--- src/core/fcsm_defines.svh ---
// Offsets, field positions, command codes and timing counts of the flash host controller.
// Assumes inclusion by bare name from the core files.
`ifndef FCSM_DEFINES_SVH
`define FCSM_DEFINES_SVH

// APB register byte offsets
`define FCSM_REG_CTRL      12'h000
`define FCSM_REG_ADDR      12'h004
`define FCSM_REG_WDATA     12'h008
`define FCSM_REG_STATUS    12'h00C
`define FCSM_REG_RDATA     12'h010

// Control register fields
`define FCSM_CTRL_GO       0
`define FCSM_CTRL_OP_LSB   4
`define FCSM_CTRL_OP_MSB   7

// Status register fields
`define FCSM_ST_BUSY       0
`define FCSM_ST_DONE       1
`define FCSM_ST_TIMEOUT    2
`define FCSM_ST_TOGGLING   3

// Flash command codes and unlock addresses
`define FCSM_ADDR_UNLOCK1  17'h00555
`define FCSM_ADDR_UNLOCK2  17'h002AA
`define FCSM_CODE_UNLOCK1  8'hAA
`define FCSM_CODE_UNLOCK2  8'h55
`define FCSM_CODE_AUTOSEL  8'h90
`define FCSM_CODE_PROGRAM  8'hA0
`define FCSM_CODE_ERASE    8'h80
`define FCSM_CODE_CHIP     8'h10
`define FCSM_CODE_SECTOR   8'h30
`define FCSM_CODE_SUSPEND  8'hB0
`define FCSM_CODE_RESUME   8'h30
`define FCSM_CODE_RESET    8'hF0

// Data line positions of the status bits
`define FCSM_POLL_BIT      7
`define FCSM_TOGGLE_BIT    6
`define FCSM_TIMEOUT_BIT   5

// Strobe timing: 60 ns phase at 20 ns clock period
`define FCSM_PHASE_NS      60
`define FCSM_CLK_NS        20
`define FCSM_PHASE_CYC     ((`FCSM_PHASE_NS + `FCSM_CLK_NS - 1) / `FCSM_CLK_NS)

`endif

--- src/core/fcsm_pkg.sv ---
// Types shared by the flash host controller.
// Assumes nothing of its surroundings.
package fcsm_pkg;
	typedef enum logic [3:0] {
		FCSM_OP_READ,
		FCSM_OP_RESET,
		FCSM_OP_AUTOSEL,
		FCSM_OP_PROGRAM,
		FCSM_OP_CHIP,
		FCSM_OP_SECTOR,
		FCSM_OP_SUSPEND,
		FCSM_OP_RESUME,
		FCSM_OP_POLL
	} fcsm_op_t;
endpackage

--- src/core/fcsm_bus_cycle.sv ---
// One flash bus cycle: drives strobes, address and data for a read or a write.
// Assumes the flash pins are passed straight through by fcsm_host; dq_i is sampled here through three stages.
`timescale 1ns/1ps
`default_nettype none
`include "fcsm_defines.svh"
module fcsm_bus_cycle
	import fcsm_pkg::*;
#(
	parameter int PHASE = `FCSM_PHASE_CYC
) (
	// Clock and reset
	input  wire logic        pclk,
	input  wire logic        presetn,
	// Request
	input  wire logic        start,
	input  wire logic        is_write,
	input  wire logic [16:0] addr,
	input  wire logic [7:0]  wdata,
	output logic             done,
	output logic [7:0]       rdata,
	// Flash pins
	output logic             ce_n,
	output logic             we_n,
	output logic             oe_n,
	output logic [16:0]      fa,
	output logic [7:0]       dq_o,
	output logic             dq_oe,
	input  wire logic [7:0]  dq_i
);
	if (PHASE < 1 || PHASE > 255) begin : g_phase_check
		$error("PHASE out of range");
	end

	typedef enum logic [1:0] {BC_IDLE, BC_SETUP, BC_STROBE, BC_HOLD} fcsm_bc_t;
	fcsm_bc_t   st_ff;
	logic [7:0] cnt_ff;
	logic       wr_ff;
	logic [7:0] s1_ff, s2_ff, s3_ff;
	wire        cnt_end = (cnt_ff == 8'(PHASE - 1));
	wire        din_ok  = (s2_ff == s3_ff);
	// A read byte counts only once it has passed all three stages after the strobe fell
	wire        strobe_end = (cnt_ff >= 8'(PHASE - 1)) &&
	                         (wr_ff || (din_ok && cnt_ff >= 8'h03));

	always_ff @(posedge pclk or negedge presetn) begin
		if (!presetn) begin
			s1_ff <= 8'h00;
			s2_ff <= 8'h00;
			s3_ff <= 8'h00;
		end else begin
			s1_ff <= dq_i;
			s2_ff <= s1_ff;
			s3_ff <= s2_ff;
		end
	end

	always_ff @(posedge pclk or negedge presetn) begin
		if (!presetn) begin
			st_ff <= BC_IDLE;
			cnt_ff <= 8'h00;
			wr_ff <= 1'b0;
			done <= 1'b0;
			rdata <= 8'h00;
			ce_n <= 1'b1;
			we_n <= 1'b1;
			oe_n <= 1'b1;
			fa <= 17'h00000;
			dq_o <= 8'h00;
			dq_oe <= 1'b0;
		end else begin
			done <= 1'b0;
			unique case (st_ff)
				BC_IDLE: if (start) begin
					// Address settles before the strobes fall
					fa <= addr;
					dq_o <= wdata;
					wr_ff <= is_write;
					dq_oe <= is_write;
					cnt_ff <= 8'h00;
					st_ff <= BC_SETUP;
				end
				BC_SETUP: begin
					// Write: CE and WE low, OE high; read: CE and OE low
					ce_n <= 1'b0;
					we_n <= !wr_ff;
					oe_n <= wr_ff;
					st_ff <= BC_STROBE;
				end
				BC_STROBE: if (strobe_end) begin
					// Data held through the rising strobe
					if (!wr_ff) rdata <= s3_ff;
					ce_n <= 1'b1;
					we_n <= 1'b1;
					oe_n <= 1'b1;
					cnt_ff <= 8'h00;
					st_ff <= BC_HOLD;
				end else if (cnt_ff != 8'hFF) begin
					cnt_ff <= cnt_ff + 8'h01;
				end
				BC_HOLD: if (cnt_end) begin
					dq_oe <= 1'b0;
					done <= 1'b1;
					st_ff <= BC_IDLE;
				end else begin
					cnt_ff <= cnt_ff + 8'h01;
				end
			endcase
		end
	end

	property p_write_strobes;
		@(posedge pclk) disable iff (!presetn)
		(!we_n) |-> (!ce_n && oe_n && dq_oe);
	endproperty
	a_write_strobes: assert property (p_write_strobes) else $error("bad write strobes");

	property p_no_contention;
		@(posedge pclk) disable iff (!presetn)
		(!oe_n) |-> !dq_oe;
	endproperty
	a_no_contention: assert property (p_no_contention) else $error("drive while reading");

	property p_addr_stable;
		@(posedge pclk) disable iff (!presetn)
		(!ce_n && $past(!ce_n)) |-> $stable(fa) && $stable(dq_o);
	endproperty
	a_addr_stable: assert property (p_addr_stable) else $error("addr moved in strobe");
endmodule
`default_nettype wire

--- src/core/fcsm_host.sv ---
// APB slave that takes flash orders and runs write sequences and status polls.
// Assumes one flash device on the pins, reached through fcsm_bus_cycle.
`timescale 1ns/1ps
`default_nettype none
`include "fcsm_defines.svh"
module fcsm_host
	import fcsm_pkg::*;
#(
	parameter int PHASE = `FCSM_PHASE_CYC
) (
	// Clock and reset
	input  wire logic        pclk,
	input  wire logic        presetn,
	// APB slave
	input  wire logic        psel,
	input  wire logic        penable,
	input  wire logic        pwrite,
	input  wire logic [11:0] paddr,
	input  wire logic [31:0] pwdata,
	output logic [31:0]      prdata,
	output logic             pready,
	output logic             pslverr,
	// Flash pins
	output logic             ce_n,
	output logic             we_n,
	output logic             oe_n,
	output logic [16:0]      fa,
	output logic [7:0]       dq_o,
	output logic             dq_oe,
	input  wire logic [7:0]  dq_i
);
	typedef enum logic [1:0] {H_IDLE, H_SEQ, H_WAIT, H_POLL} fcsm_hs_t;

	fcsm_hs_t    st_ff;
	fcsm_op_t    op_ff;
	logic [16:0] addr_ff;
	logic [7:0]  wdata_ff, rdata_ff, prev_ff;
	logic [2:0]  step_ff;
	logic        busy_ff, done_ff, tmo_ff, tog_ff, first_ff;
	logic        tmo_seen_ff;
	logic        bc_start_ff;
	logic        bc_done;
	logic [7:0]  bc_rdata;

	wire acc   = psel && penable;
	wire wr    = acc && pwrite;
	wire go    = wr && paddr == `FCSM_REG_CTRL && pwdata[`FCSM_CTRL_GO] && !busy_ff;
	wire hit   = paddr == `FCSM_REG_CTRL || paddr == `FCSM_REG_ADDR ||
	             paddr == `FCSM_REG_WDATA || paddr == `FCSM_REG_STATUS ||
	             paddr == `FCSM_REG_RDATA;
	wire [3:0] op_in = pwdata[`FCSM_CTRL_OP_MSB:`FCSM_CTRL_OP_LSB];

	// Number of bus cycles per order in H_SEQ
	wire [2:0] nsteps = (op_ff == FCSM_OP_PROGRAM) ? 3'd4 :
	                    (op_ff == FCSM_OP_AUTOSEL) ? 3'd3 :
	                    (op_ff == FCSM_OP_CHIP || op_ff == FCSM_OP_SECTOR) ? 3'd6 : 3'd1;
	// Sequence table of address and data per step
	wire [16:0] s_addr = (step_ff == 3'd1 || step_ff == 3'd4) ? `FCSM_ADDR_UNLOCK2 :
	                     (step_ff == 3'd3 && op_ff == FCSM_OP_PROGRAM) ? addr_ff :
	                     (step_ff == 3'd5 && op_ff == FCSM_OP_SECTOR) ? addr_ff :
	                     (nsteps == 3'd1) ? addr_ff : `FCSM_ADDR_UNLOCK1;
	wire [7:0] last_code = (op_ff == FCSM_OP_RESET)   ? `FCSM_CODE_RESET :
	                       (op_ff == FCSM_OP_SUSPEND) ? `FCSM_CODE_SUSPEND :
	                       (op_ff == FCSM_OP_RESUME)  ? `FCSM_CODE_RESUME :
	                       (op_ff == FCSM_OP_CHIP)    ? `FCSM_CODE_CHIP : `FCSM_CODE_SECTOR;
	wire unlock1_step = (step_ff == 3'd0 && nsteps > 3'd2) ||
	                    (step_ff == 3'd3 && nsteps == 3'd6);
	wire [7:0] s_data = unlock1_step ? `FCSM_CODE_UNLOCK1 :
	                    (step_ff == 3'd1 || step_ff == 3'd4) ? `FCSM_CODE_UNLOCK2 :
	                    (step_ff == 3'd2 && op_ff == FCSM_OP_AUTOSEL) ? `FCSM_CODE_AUTOSEL :
	                    (step_ff == 3'd2 && op_ff == FCSM_OP_PROGRAM) ? `FCSM_CODE_PROGRAM :
	                    (step_ff == 3'd2) ? `FCSM_CODE_ERASE :
	                    (step_ff == 3'd3) ? wdata_ff : last_code;
	wire seq_last = (step_ff == nsteps - 3'd1);
	// The closing read of a poll must stay a read, or a stray command reaches the device
	wire is_rd    = (st_ff == H_POLL) || (st_ff == H_WAIT) ||
	                (st_ff == H_SEQ && op_ff == FCSM_OP_READ);
	wire toggled  = bc_rdata[`FCSM_TOGGLE_BIT] ^ prev_ff[`FCSM_TOGGLE_BIT];

	wire [31:0] status_w = {28'h0000000, tog_ff, tmo_ff, done_ff, busy_ff};
	wire [31:0] rd_mux = (paddr == `FCSM_REG_CTRL)   ? {24'h000000, op_ff, 4'h0} :
	                     (paddr == `FCSM_REG_ADDR)   ? {15'h0000, addr_ff} :
	                     (paddr == `FCSM_REG_WDATA)  ? {24'h000000, wdata_ff} :
	                     (paddr == `FCSM_REG_STATUS) ? status_w :
	                     (paddr == `FCSM_REG_RDATA)  ? {24'h000000, rdata_ff} : 32'h00000000;

	fcsm_bus_cycle #(.PHASE(PHASE)) u_bc (
		.pclk    (pclk),
		.presetn (presetn),
		.start   (bc_start_ff),
		.is_write(!is_rd),
		.addr    (s_addr),
		.wdata   (s_data),
		.done    (bc_done),
		.rdata   (bc_rdata),
		.ce_n    (ce_n),
		.we_n    (we_n),
		.oe_n    (oe_n),
		.fa      (fa),
		.dq_o    (dq_o),
		.dq_oe   (dq_oe),
		.dq_i    (dq_i)
	);

	// APB answers in the access cycle, zero wait
	always_ff @(posedge pclk or negedge presetn) begin
		if (!presetn) begin
			prdata <= 32'h00000000;
			pready <= 1'b0;
			pslverr <= 1'b0;
		end else begin
			pready <= psel && !penable;
			pslverr <= psel && !penable && !hit;
			prdata <= (psel && !penable && !pwrite) ? rd_mux : 32'h00000000;
		end
	end

	always_ff @(posedge pclk or negedge presetn) begin
		if (!presetn) begin
			st_ff <= H_IDLE;
			op_ff <= FCSM_OP_READ;
			addr_ff <= 17'h00000;
			wdata_ff <= 8'h00;
			rdata_ff <= 8'h00;
			prev_ff <= 8'h00;
			step_ff <= 3'd0;
			busy_ff <= 1'b0;
			done_ff <= 1'b0;
			tmo_ff <= 1'b0;
			tog_ff <= 1'b0;
			first_ff <= 1'b0;
			tmo_seen_ff <= 1'b0;
			bc_start_ff <= 1'b0;
		end else begin
			bc_start_ff <= 1'b0;
			if (wr && paddr == `FCSM_REG_ADDR && !busy_ff) addr_ff <= pwdata[16:0];
			if (wr && paddr == `FCSM_REG_WDATA && !busy_ff) wdata_ff <= pwdata[7:0];
			// Hardware setting of done wins over software clear
			if (wr && paddr == `FCSM_REG_STATUS && pwdata[`FCSM_ST_DONE]) done_ff <= 1'b0;
			unique case (st_ff)
				H_IDLE: if (go) begin
					op_ff <= fcsm_op_t'(op_in);
					step_ff <= 3'd0;
					busy_ff <= 1'b1;
					done_ff <= 1'b0;
					tog_ff <= 1'b0;
					first_ff <= 1'b1;
					tmo_seen_ff <= 1'b0;
					bc_start_ff <= 1'b1;
					st_ff <= (fcsm_op_t'(op_in) == FCSM_OP_POLL) ? H_POLL : H_SEQ;
				end
				H_SEQ: if (bc_done) begin
					if (op_ff == FCSM_OP_READ) rdata_ff <= bc_rdata;
					if (op_ff == FCSM_OP_RESET) tmo_ff <= 1'b0;
					if (seq_last) begin
						busy_ff <= 1'b0;
						done_ff <= 1'b1;
						st_ff <= H_IDLE;
					end else begin
						step_ff <= step_ff + 3'd1;
						bc_start_ff <= 1'b1;
					end
				end
				H_POLL: if (bc_done) begin
					// Toggle detection over two reads
					prev_ff <= bc_rdata;
					rdata_ff <= bc_rdata;
					first_ff <= 1'b0;
					if (!first_ff && !toggled) begin
						// One more read for all eight lines
						st_ff <= H_WAIT;
						bc_start_ff <= 1'b1;
					end else if (!first_ff && tmo_seen_ff) begin
						// Still toggling one read after the flag rose: failed
						tog_ff <= 1'b1;
						tmo_ff <= 1'b1;
						busy_ff <= 1'b0;
						done_ff <= 1'b1;
						st_ff <= H_IDLE;
					end else begin
						if (!first_ff) tog_ff <= 1'b1;
						// Flag may rise just as toggling stops, so look once more
						if (!first_ff) tmo_seen_ff <= bc_rdata[`FCSM_TIMEOUT_BIT];
						bc_start_ff <= 1'b1;
					end
				end
				H_WAIT: if (bc_done) begin
					rdata_ff <= bc_rdata;
					busy_ff <= 1'b0;
					done_ff <= 1'b1;
					st_ff <= H_IDLE;
				end
			endcase
		end
	end

	property p_busy_clears;
		@(posedge pclk) disable iff (!presetn)
		$fell(busy_ff) |-> done_ff;
	endproperty
	a_busy_clears: assert property (p_busy_clears) else $error("busy fell without done");

	property p_reset_clears_tmo;
		@(posedge pclk) disable iff (!presetn)
		(st_ff == H_SEQ && op_ff == FCSM_OP_RESET && bc_done) |=> !tmo_ff;
	endproperty
	a_reset_clears_tmo: assert property (p_reset_clears_tmo) else $error("timeout kept");

	property p_pready_one;
		@(posedge pclk) disable iff (!presetn)
		(psel && !penable) |=> pready ##1 !pready;
	endproperty
	a_pready_one: assert property (p_pready_one) else $error("pready not one cycle");
endmodule
`default_nettype wire

--- config.mk ---
export PLATFORM = sky130hd
export DESIGN_NAME = fcsm_host
export DESIGN_NICKNAME = d
export VERILOG_FILES = /design/src/core/fcsm_pkg.sv /design/src/core/fcsm_bus_cycle.sv /design/src/core/fcsm_host.sv
export VERILOG_INCLUDE_DIRS = /design/src /design/src/core
export SDC_FILE = /design/constraint.sdc
export NUM_CORES = 1
export LEC_CHECK = 0
export ABC_CLOCK_PERIOD_IN_PS = 2550
export BUFFER_PORTS_ARGS = -buffer_cell sky130_fd_sc_hd__buf_4
export CAP_MARGIN = 20
export CORE_MARGIN = 2
export CORE_UTILIZATION = 35
export CTS_BUF_LIST = sky130_fd_sc_hd__clkbuf_4
export DETAILED_ROUTE_END_ITERATION = 8
export PLACE_DENSITY = 0.63
export SYNTH_ARGS = -nofsm -noshare
export SYNTH_HDL_FRONTEND = slang
export SYNTH_HIERARCHICAL = 1
export SYNTH_SLANG_ARGS = --single-unit
export TNS_END_PERCENT = 30
--- constraint.sdc ---
create_clock -name pclk -period 2.55 [get_ports pclk]
set_input_delay 0.1275 -clock pclk [delete_from_list [all_inputs] [get_ports pclk]]
set_output_delay 0.1275 -clock pclk [all_outputs]
set_load 0.02 [all_outputs]
# [After elaboration in Yosys (flattened, before gate mapping)]
# Cells that the tools add are included.
[word_totals] wordCells=260 reg_bits=148 out_inout_bits=63 input_bits=57
[classes] magnitude_cmp=3 n_reduce_logical=72 n_mux=100 n_eq_ne=49 bitwise_logic=2 n_addsub=3
[ops] op="two-way mux 8 bit" count=18
[ops] op="two-way mux 17 bit" count=7
[ops] op="two-way mux 1 bit" count=40
[ops] op="logical AND 1 bit" count=25
[ops] op="equality test 12 x 4 -> 1 bit, second input constant" count=2
[ops] op="case mux 8 bit (3 select lines)" count=1
[ops] op="two-way mux 2 bit" count=11
[ops] op="two-way mux 3 bit" count=6
[ops] op="!= test 2 x 1 -> 1 bit, second input constant" count=9
[ops] op="AND reduction 6 bit" count=3
[ops] op="equality test 4 x 3 -> 1 bit, second input constant" count=4
[ops] op="greater-or-equal comparator 8 x 2 -> 1 bit, second input constant" count=2
[ops] op="!= test 2 bit, second input constant" count=8
[ops] op="case mux 1 bit (2 select lines)" count=8
[ops] op="case mux 2 bit (4 select lines)" count=2
[ops] op="case mux 8 bit (2 select lines)" count=1
[ops] op="equality test 12 x 3 -> 1 bit, second input constant" count=1
[ops] op="equality test 12 x 5 -> 1 bit, second input constant" count=1
[ops] op="logical NOT 12 bit" count=1
[ops] op="two-way mux 6 bit" count=2
[ops] op="AND reduction 3 bit" count=4
[ops] op="AND reduction 4 bit" count=3
[ops] op="nonzero test 2 bit" count=6
[ops] op="logical OR 1 bit" count=10
[ops] op="other kinds (32)" count=54

# [Logic depth before layout (Yosys ltp)]
[logic_depth] word_depth=11 mapped_depth=9 depth_no_buf=8

# [Modules after synthesis]
# The synthesis kept the hierarchy.
[modules_own_cells] module="fcsm_host" n_inst=1 area_per_inst_um2=3836.2 seq_area_each_um2=1726.7 cells_each=375
[modules_own_cells] module="fcsm_bus_cycle" n_inst=1 area_per_inst_um2=2959.1 seq_area_each_um2=1830.5 cells_each=216

# [Worst setup path before layout]
# No wires, ideal clock.
[synth_path] path_type="register -> register" startpoint="reg op_ff[1]" endpoint="reg busy_ff" path_buffers=1 path_stages_with_launch=7 period_less_slack_ps=1998 path_slack_ps=552 setup_time_ps=128 required_time_ps=2422 t_arrival_ps=1870 cell_sequence="dfrtp_1 buf_6 or3b_4 and3_4 a211o_1 a211oi_2 mux2_1"
[synth_via] elab_chain_cells=9 elab_cells_between_ends=12 classes_between="add/sub (1); eq/ne (6); mux (3); reduce/logical (2)"
[synth_lines] element="start: declaration" line_no="fcsm_host.sv:35" rtl="fcsm_op_t op_ff;"
[synth_lines] element="start signal: assignment" line_no="fcsm_host.sv:142" rtl="op_ff <= fcsm_op_t'(op_in);"
[synth_lines] element="equality test 4 x 3 -> 1 bit" line_no="fcsm_host.sv:56" rtl="(op_ff == FCSM_OP_CHIP || op_ff == FCSM_OP_SECTOR) ? 3'd6 : 3'd1;"
[synth_lines] element="logical OR 1 bit" line_no="fcsm_host.sv:56"
[synth_lines] element="two-way mux 3 bit" line_no="fcsm_host.sv:56"
[synth_lines] element="two-way mux 3 bit" line_no="fcsm_host.sv:55" rtl="(op_ff == FCSM_OP_AUTOSEL) ? 3'd3 :"
[synth_lines] element="two-way mux 3 bit *" line_no="fcsm_host.sv:54" rtl="wire [2:0] nsteps = (op_ff == FCSM_OP_PROGRAM) ? 3'd4 :"
[synth_lines] element="subtractor 3 x 1 -> 3 bit *" line_no="fcsm_host.sv:74" rtl="wire seq_last = (step_ff == nsteps - 3'd1);"
[synth_lines] element="equality test 3 bit *" line_no="fcsm_host.sv:74"
[synth_lines] element="!= test 2 bit (no line) *"
[synth_lines] element="AND reduction 7 bit (no line) *"
[synth_lines] element="end signal: assignment" line_no="fcsm_host.sv:127" rtl="busy_ff <= 1'b0;"
[synth_lines] element="end signal: assignment" line_no="fcsm_host.sv:144" rtl="busy_ff <= 1'b1;"
[synth_lines] element="end signal: assignment" line_no="fcsm_host.sv:156" rtl="busy_ff <= 1'b0;"
[synth_lines] element="end: declaration" line_no="fcsm_host.sv:39" rtl="logic busy_ff, done_ff, tmo_ff, tog_ff, first_ff;"
# Mark *: on every way between the ends. The rest lies on a longest branch, timed or not.
# A chain may end at the register's enable or synchronous reset.

# [Worst setup path after layout]
[layout_path] startpoint="reg u_bc.cnt_ff[0]" endpoint="reg u_bc.cnt_ff[6]"
[layout_via] elab_chain_cells=6 elab_cells_between_ends=15 classes_between="add/sub (1); order compare (2); eq/ne (4); mux (4); reduce/logical (4)"
[layout_lines] element="start: declaration" line_no="fcsm_bus_cycle.sv:36" rtl="logic [7:0] cnt_ff;"
[layout_lines] element="start signal: assignment" line_no="fcsm_bus_cycle.sv:98" rtl="cnt_ff <= cnt_ff + 8'h01;"
[layout_lines] element="start signal: assignment" line_no="fcsm_bus_cycle.sv:105" rtl="cnt_ff <= cnt_ff + 8'h01;"
[layout_lines] element="greater-or-equal comparator 8 x 2 -> 1 bit" line_no="fcsm_bus_cycle.sv:43" rtl="(wr_ff || (din_ok && cnt_ff >= 8'h03));"
[layout_lines] element="logical AND 1 bit" line_no="fcsm_bus_cycle.sv:43"
[layout_lines] element="logical OR 1 bit" line_no="fcsm_bus_cycle.sv:43"
[layout_lines] element="logical AND 1 bit" line_no="fcsm_bus_cycle.sv:42" rtl="wire strobe_end = (cnt_ff >= 8'(PHASE - 1)) &&"
[layout_lines] element="!= test 3 x 1 -> 1 bit (no line) / two-way mux 8 bit (equally long branches)"
[layout_lines] element="AND reduction 4 bit (no line) / case mux 8 bit (3 select lines) (equally long branches)"
# Several ways; a longest one is shown, not always the timed one. The select of a mux whose other input is x is not followed.

==> metrics.txt <==
status complete, no violations; Area contributors post-synth dfrtp_1 51%, mux2_2 12%, ha_1 2.9%, a21oi_1 2.1%, nand2_1 2.0%; gp weighted congestion between 0.8 and 0.9; dpl cells 931; global-route wire length before repair 25400 um; WL per Instance 15.8 um; Avg Vias per Cell roughly 5.0; Die H 143 um; antenna violations before repair 0; synth-to-layout area growth 22.7%; Max Cap Viol 0; critical path's top delay family compound AO/OA/AOI/OAI gates; GR Overflow Total 0; Max stage delay on crit path 0.53 ns; Longest Clk Path Bufs 2; Clock Skew 0.0210 ns; layout cells sized above 1 31.7%; I/O Pins 120; crit-path cells inv_1 -> ha_1 -> o22ai_1 -> nand4_2 -> and2_0 -> a211oi_1 -> a221o_1; Pre-antenna DRT Iters 5; largest area contributor in the netlist dfrtp_1; Buf+Inv Stages, Crit Path 1; final worst path period share 89.6%; Post-CTS Setup Repair Bufs 0; DR iter-0 viols 284; most frequent cells in the layout 139 x dfrtp_1, 101 x buf_4, 74 x mux2_2; min-delay src paddr[0]; via count 4999; Slew Viols, Final 0; HPWL Detailed 11500 um; Antenna Violating Nets Remaining 0; Synth Instances 591; worst hold path type primary input to register; clock sink total approximately 140; final setup margin 0.265 ns; Diodes inserted 0; Critical Path RT 3.01 ns; yosys warns 6; largest net degree at the start of global routing 77; Die ar. roughly 21000 um2; Pwr per Cell Area 645 nW/um2; R2R Setup Slk 0.26 ns; worst r2r path cells 7; # DRC 0; # fillers 1836; Fin. Hold Viols 0; final cell count without fillers 993; Worst IR Drop VDD 435 uV; r2r endpoint u_bc/cnt_ff[6]; EDFF count, synth 0; synth unique cells 75; Leak Pwr about 4 nW; initial core utilization between 30% and 40%; critical path type register to register; Hold Path Stages 3; DP Worst Slack 0.298 ns; Rows 50; Root Buffer clkbuf_4; post-cts resize count 0; slew at the pin closest to its max-slew limit 0.684 ns; Post-Route WL roughly 16000 um; Yosys reg bits around 140; crit path max-delay cell type a211oi_1; Global Route Usage Sum 15.9%; CTS tree yes; time the worst path needs with I/O delays and setup 2.29 ns; unrepaired setup endpoints after global routing no; Post-CTS Hold Buffers 29; Max Clk Rate 0.438 GHz; r2r startpoint u_bc/cnt_ff[0]; DIE WIDTH roughly 140 um; WP data arrival 2.75 ns; post-synth top area share around half; core area approximately 19000 um2; htree depth 4; syn avg cell area 11.5 um2; Relative slew margins 54.4%; Clock transition at path regs 0.11 ns; total CTS buffers 17; vias in the first global route 4936; CP Max Fanout 7; Worst Hold End pslverr; Main synth FF type dfrtp_1; kind of end point of the critical path register; post-layout util 44.1%; Post-Syn Area just under 7000 um2; Clk Latency, worst-skew pair 0.52 ns; asr flop ratio synth 100%; register area share after synthesis a little over half; setup TNS 0 ns; commonest non-fill, non-tap cell in the layout dfrtp_1; CP Launch Type register; Pwr Total around 5.4 mW; fin nets 794; I/O Buffers 89; setup violators final 0
-- Yosys cell counts, drive strengths merged (5+ instances only) --
library cell,number
nor3,16
ha,16
nor2b,9
buf,21
mux2,75
nand2,37
xnor2,10
nand3,12
o22ai,9
clkbuf,16
inv,28
dfrtp,139
o21ai,26
and2,11
a21oi,28
or3,5
a31oi,6
o21a,5
a211oi,6
nor2,26
and3,9
o211ai,6
mux2i,6
nand4,7
a211o,5
-- worst max path at each step --
| stage | slack [ns] | cells after the start | start | end |
|---|---|---|---|---|
| detailed placement | 0.30 | 7 | u_bc/cnt_ff[0] | u_bc/cnt_ff[7] |
| global placement | 0.39 | 6 | u_bc/cnt_ff[1] | u_bc/cnt_ff[6] |
| CTS | 0.27 | 7 | u_bc/cnt_ff[0] | u_bc/cnt_ff[7] |
| global route | 0.02 | 7 | u_bc/cnt_ff[0] | u_bc/cnt_ff[7] |
| finish | 0.26 | 7 | u_bc/cnt_ff[0] | u_bc/cnt_ff[6] |
| floorplan | 0.55 | 6 | op_ff[1] | busy_ff |
-- through the flow --
stage          hold WS (ns)  area, um2
2_1_floorplan        -0.168       6850
3_3_place_gp          0.201       7740
3_5_place_dp          0.207       7740
4_1_cts             0.00374       8320
5_1_grt              0.0298       8340
6_report             0.0753       8340
-- worst reg2reg max path, cell delays in order (launching register included) --
cell and delay, ns:
dfrtp_1 0.43, inv_1 0.07, ha_1 0.25, o22ai_1 0.23, nand4_2 0.17, and2_0 0.31
a211oi_1 0.53, a221o_1 0.24
-- layer usage --
metal,routed length [um],share of wire (%),up-vias,global-route usage (%)
li1,-,-,2358,-
met1,7210,46,2483,21.3
met2,7540,48,140,25.5
met3,799,5.1,18,4.40
met4,179,1.1,0,4.39
met5,0,0,-,0
-- state kept, by name (all words and copies together) (netlist names), 2 cells and up --
signal	count
rdata_ff	8
addr_ff	17
u_bc/s3_ff	8
op_ff	4
prdata	17
u_bc/st_ff	2
u_bc/fa	17
step_ff	3
u_bc/rdata	8
u_bc/dq_o	8
wdata_ff	8
st_ff	2
u_bc/s2_ff	8
u_bc/s1_ff	8
u_bc/cnt_ff	8
-- report_power, final --
group / switching [mW] / total [mW] / internal, mW
Combinational: 0.809 / 1.39 / 0.579
Sequential: 0.145 / 2.54 / 2.40
Clock: 0.776 / 1.45 / 0.673
Total: 1.73 / 5.38 / 3.65
-- cells by family after synthesis --
logic type	synth area share [%]
flops	52.3
xor+xnor	1.29
other cells	0.0552
buf+inv	4.81
fa+ha+maj	2.95
compound gates	12.3
simple gates	12.9
mux	13.3
-- area by class of cell --
type	instances	area, um2	share of cell area, %
Clock buffer	18	135	1.62
Timing Repair Buffer	134	1100	13.2
Clock inverter	13	149	1.79
Sequential cell	142	3560	42.7
Multi-Input combinational cell	398	2970	35.6
Inverter	28	105	1.26
Tap cell	260	325	3.90
(Power assumes the default switching activity.)
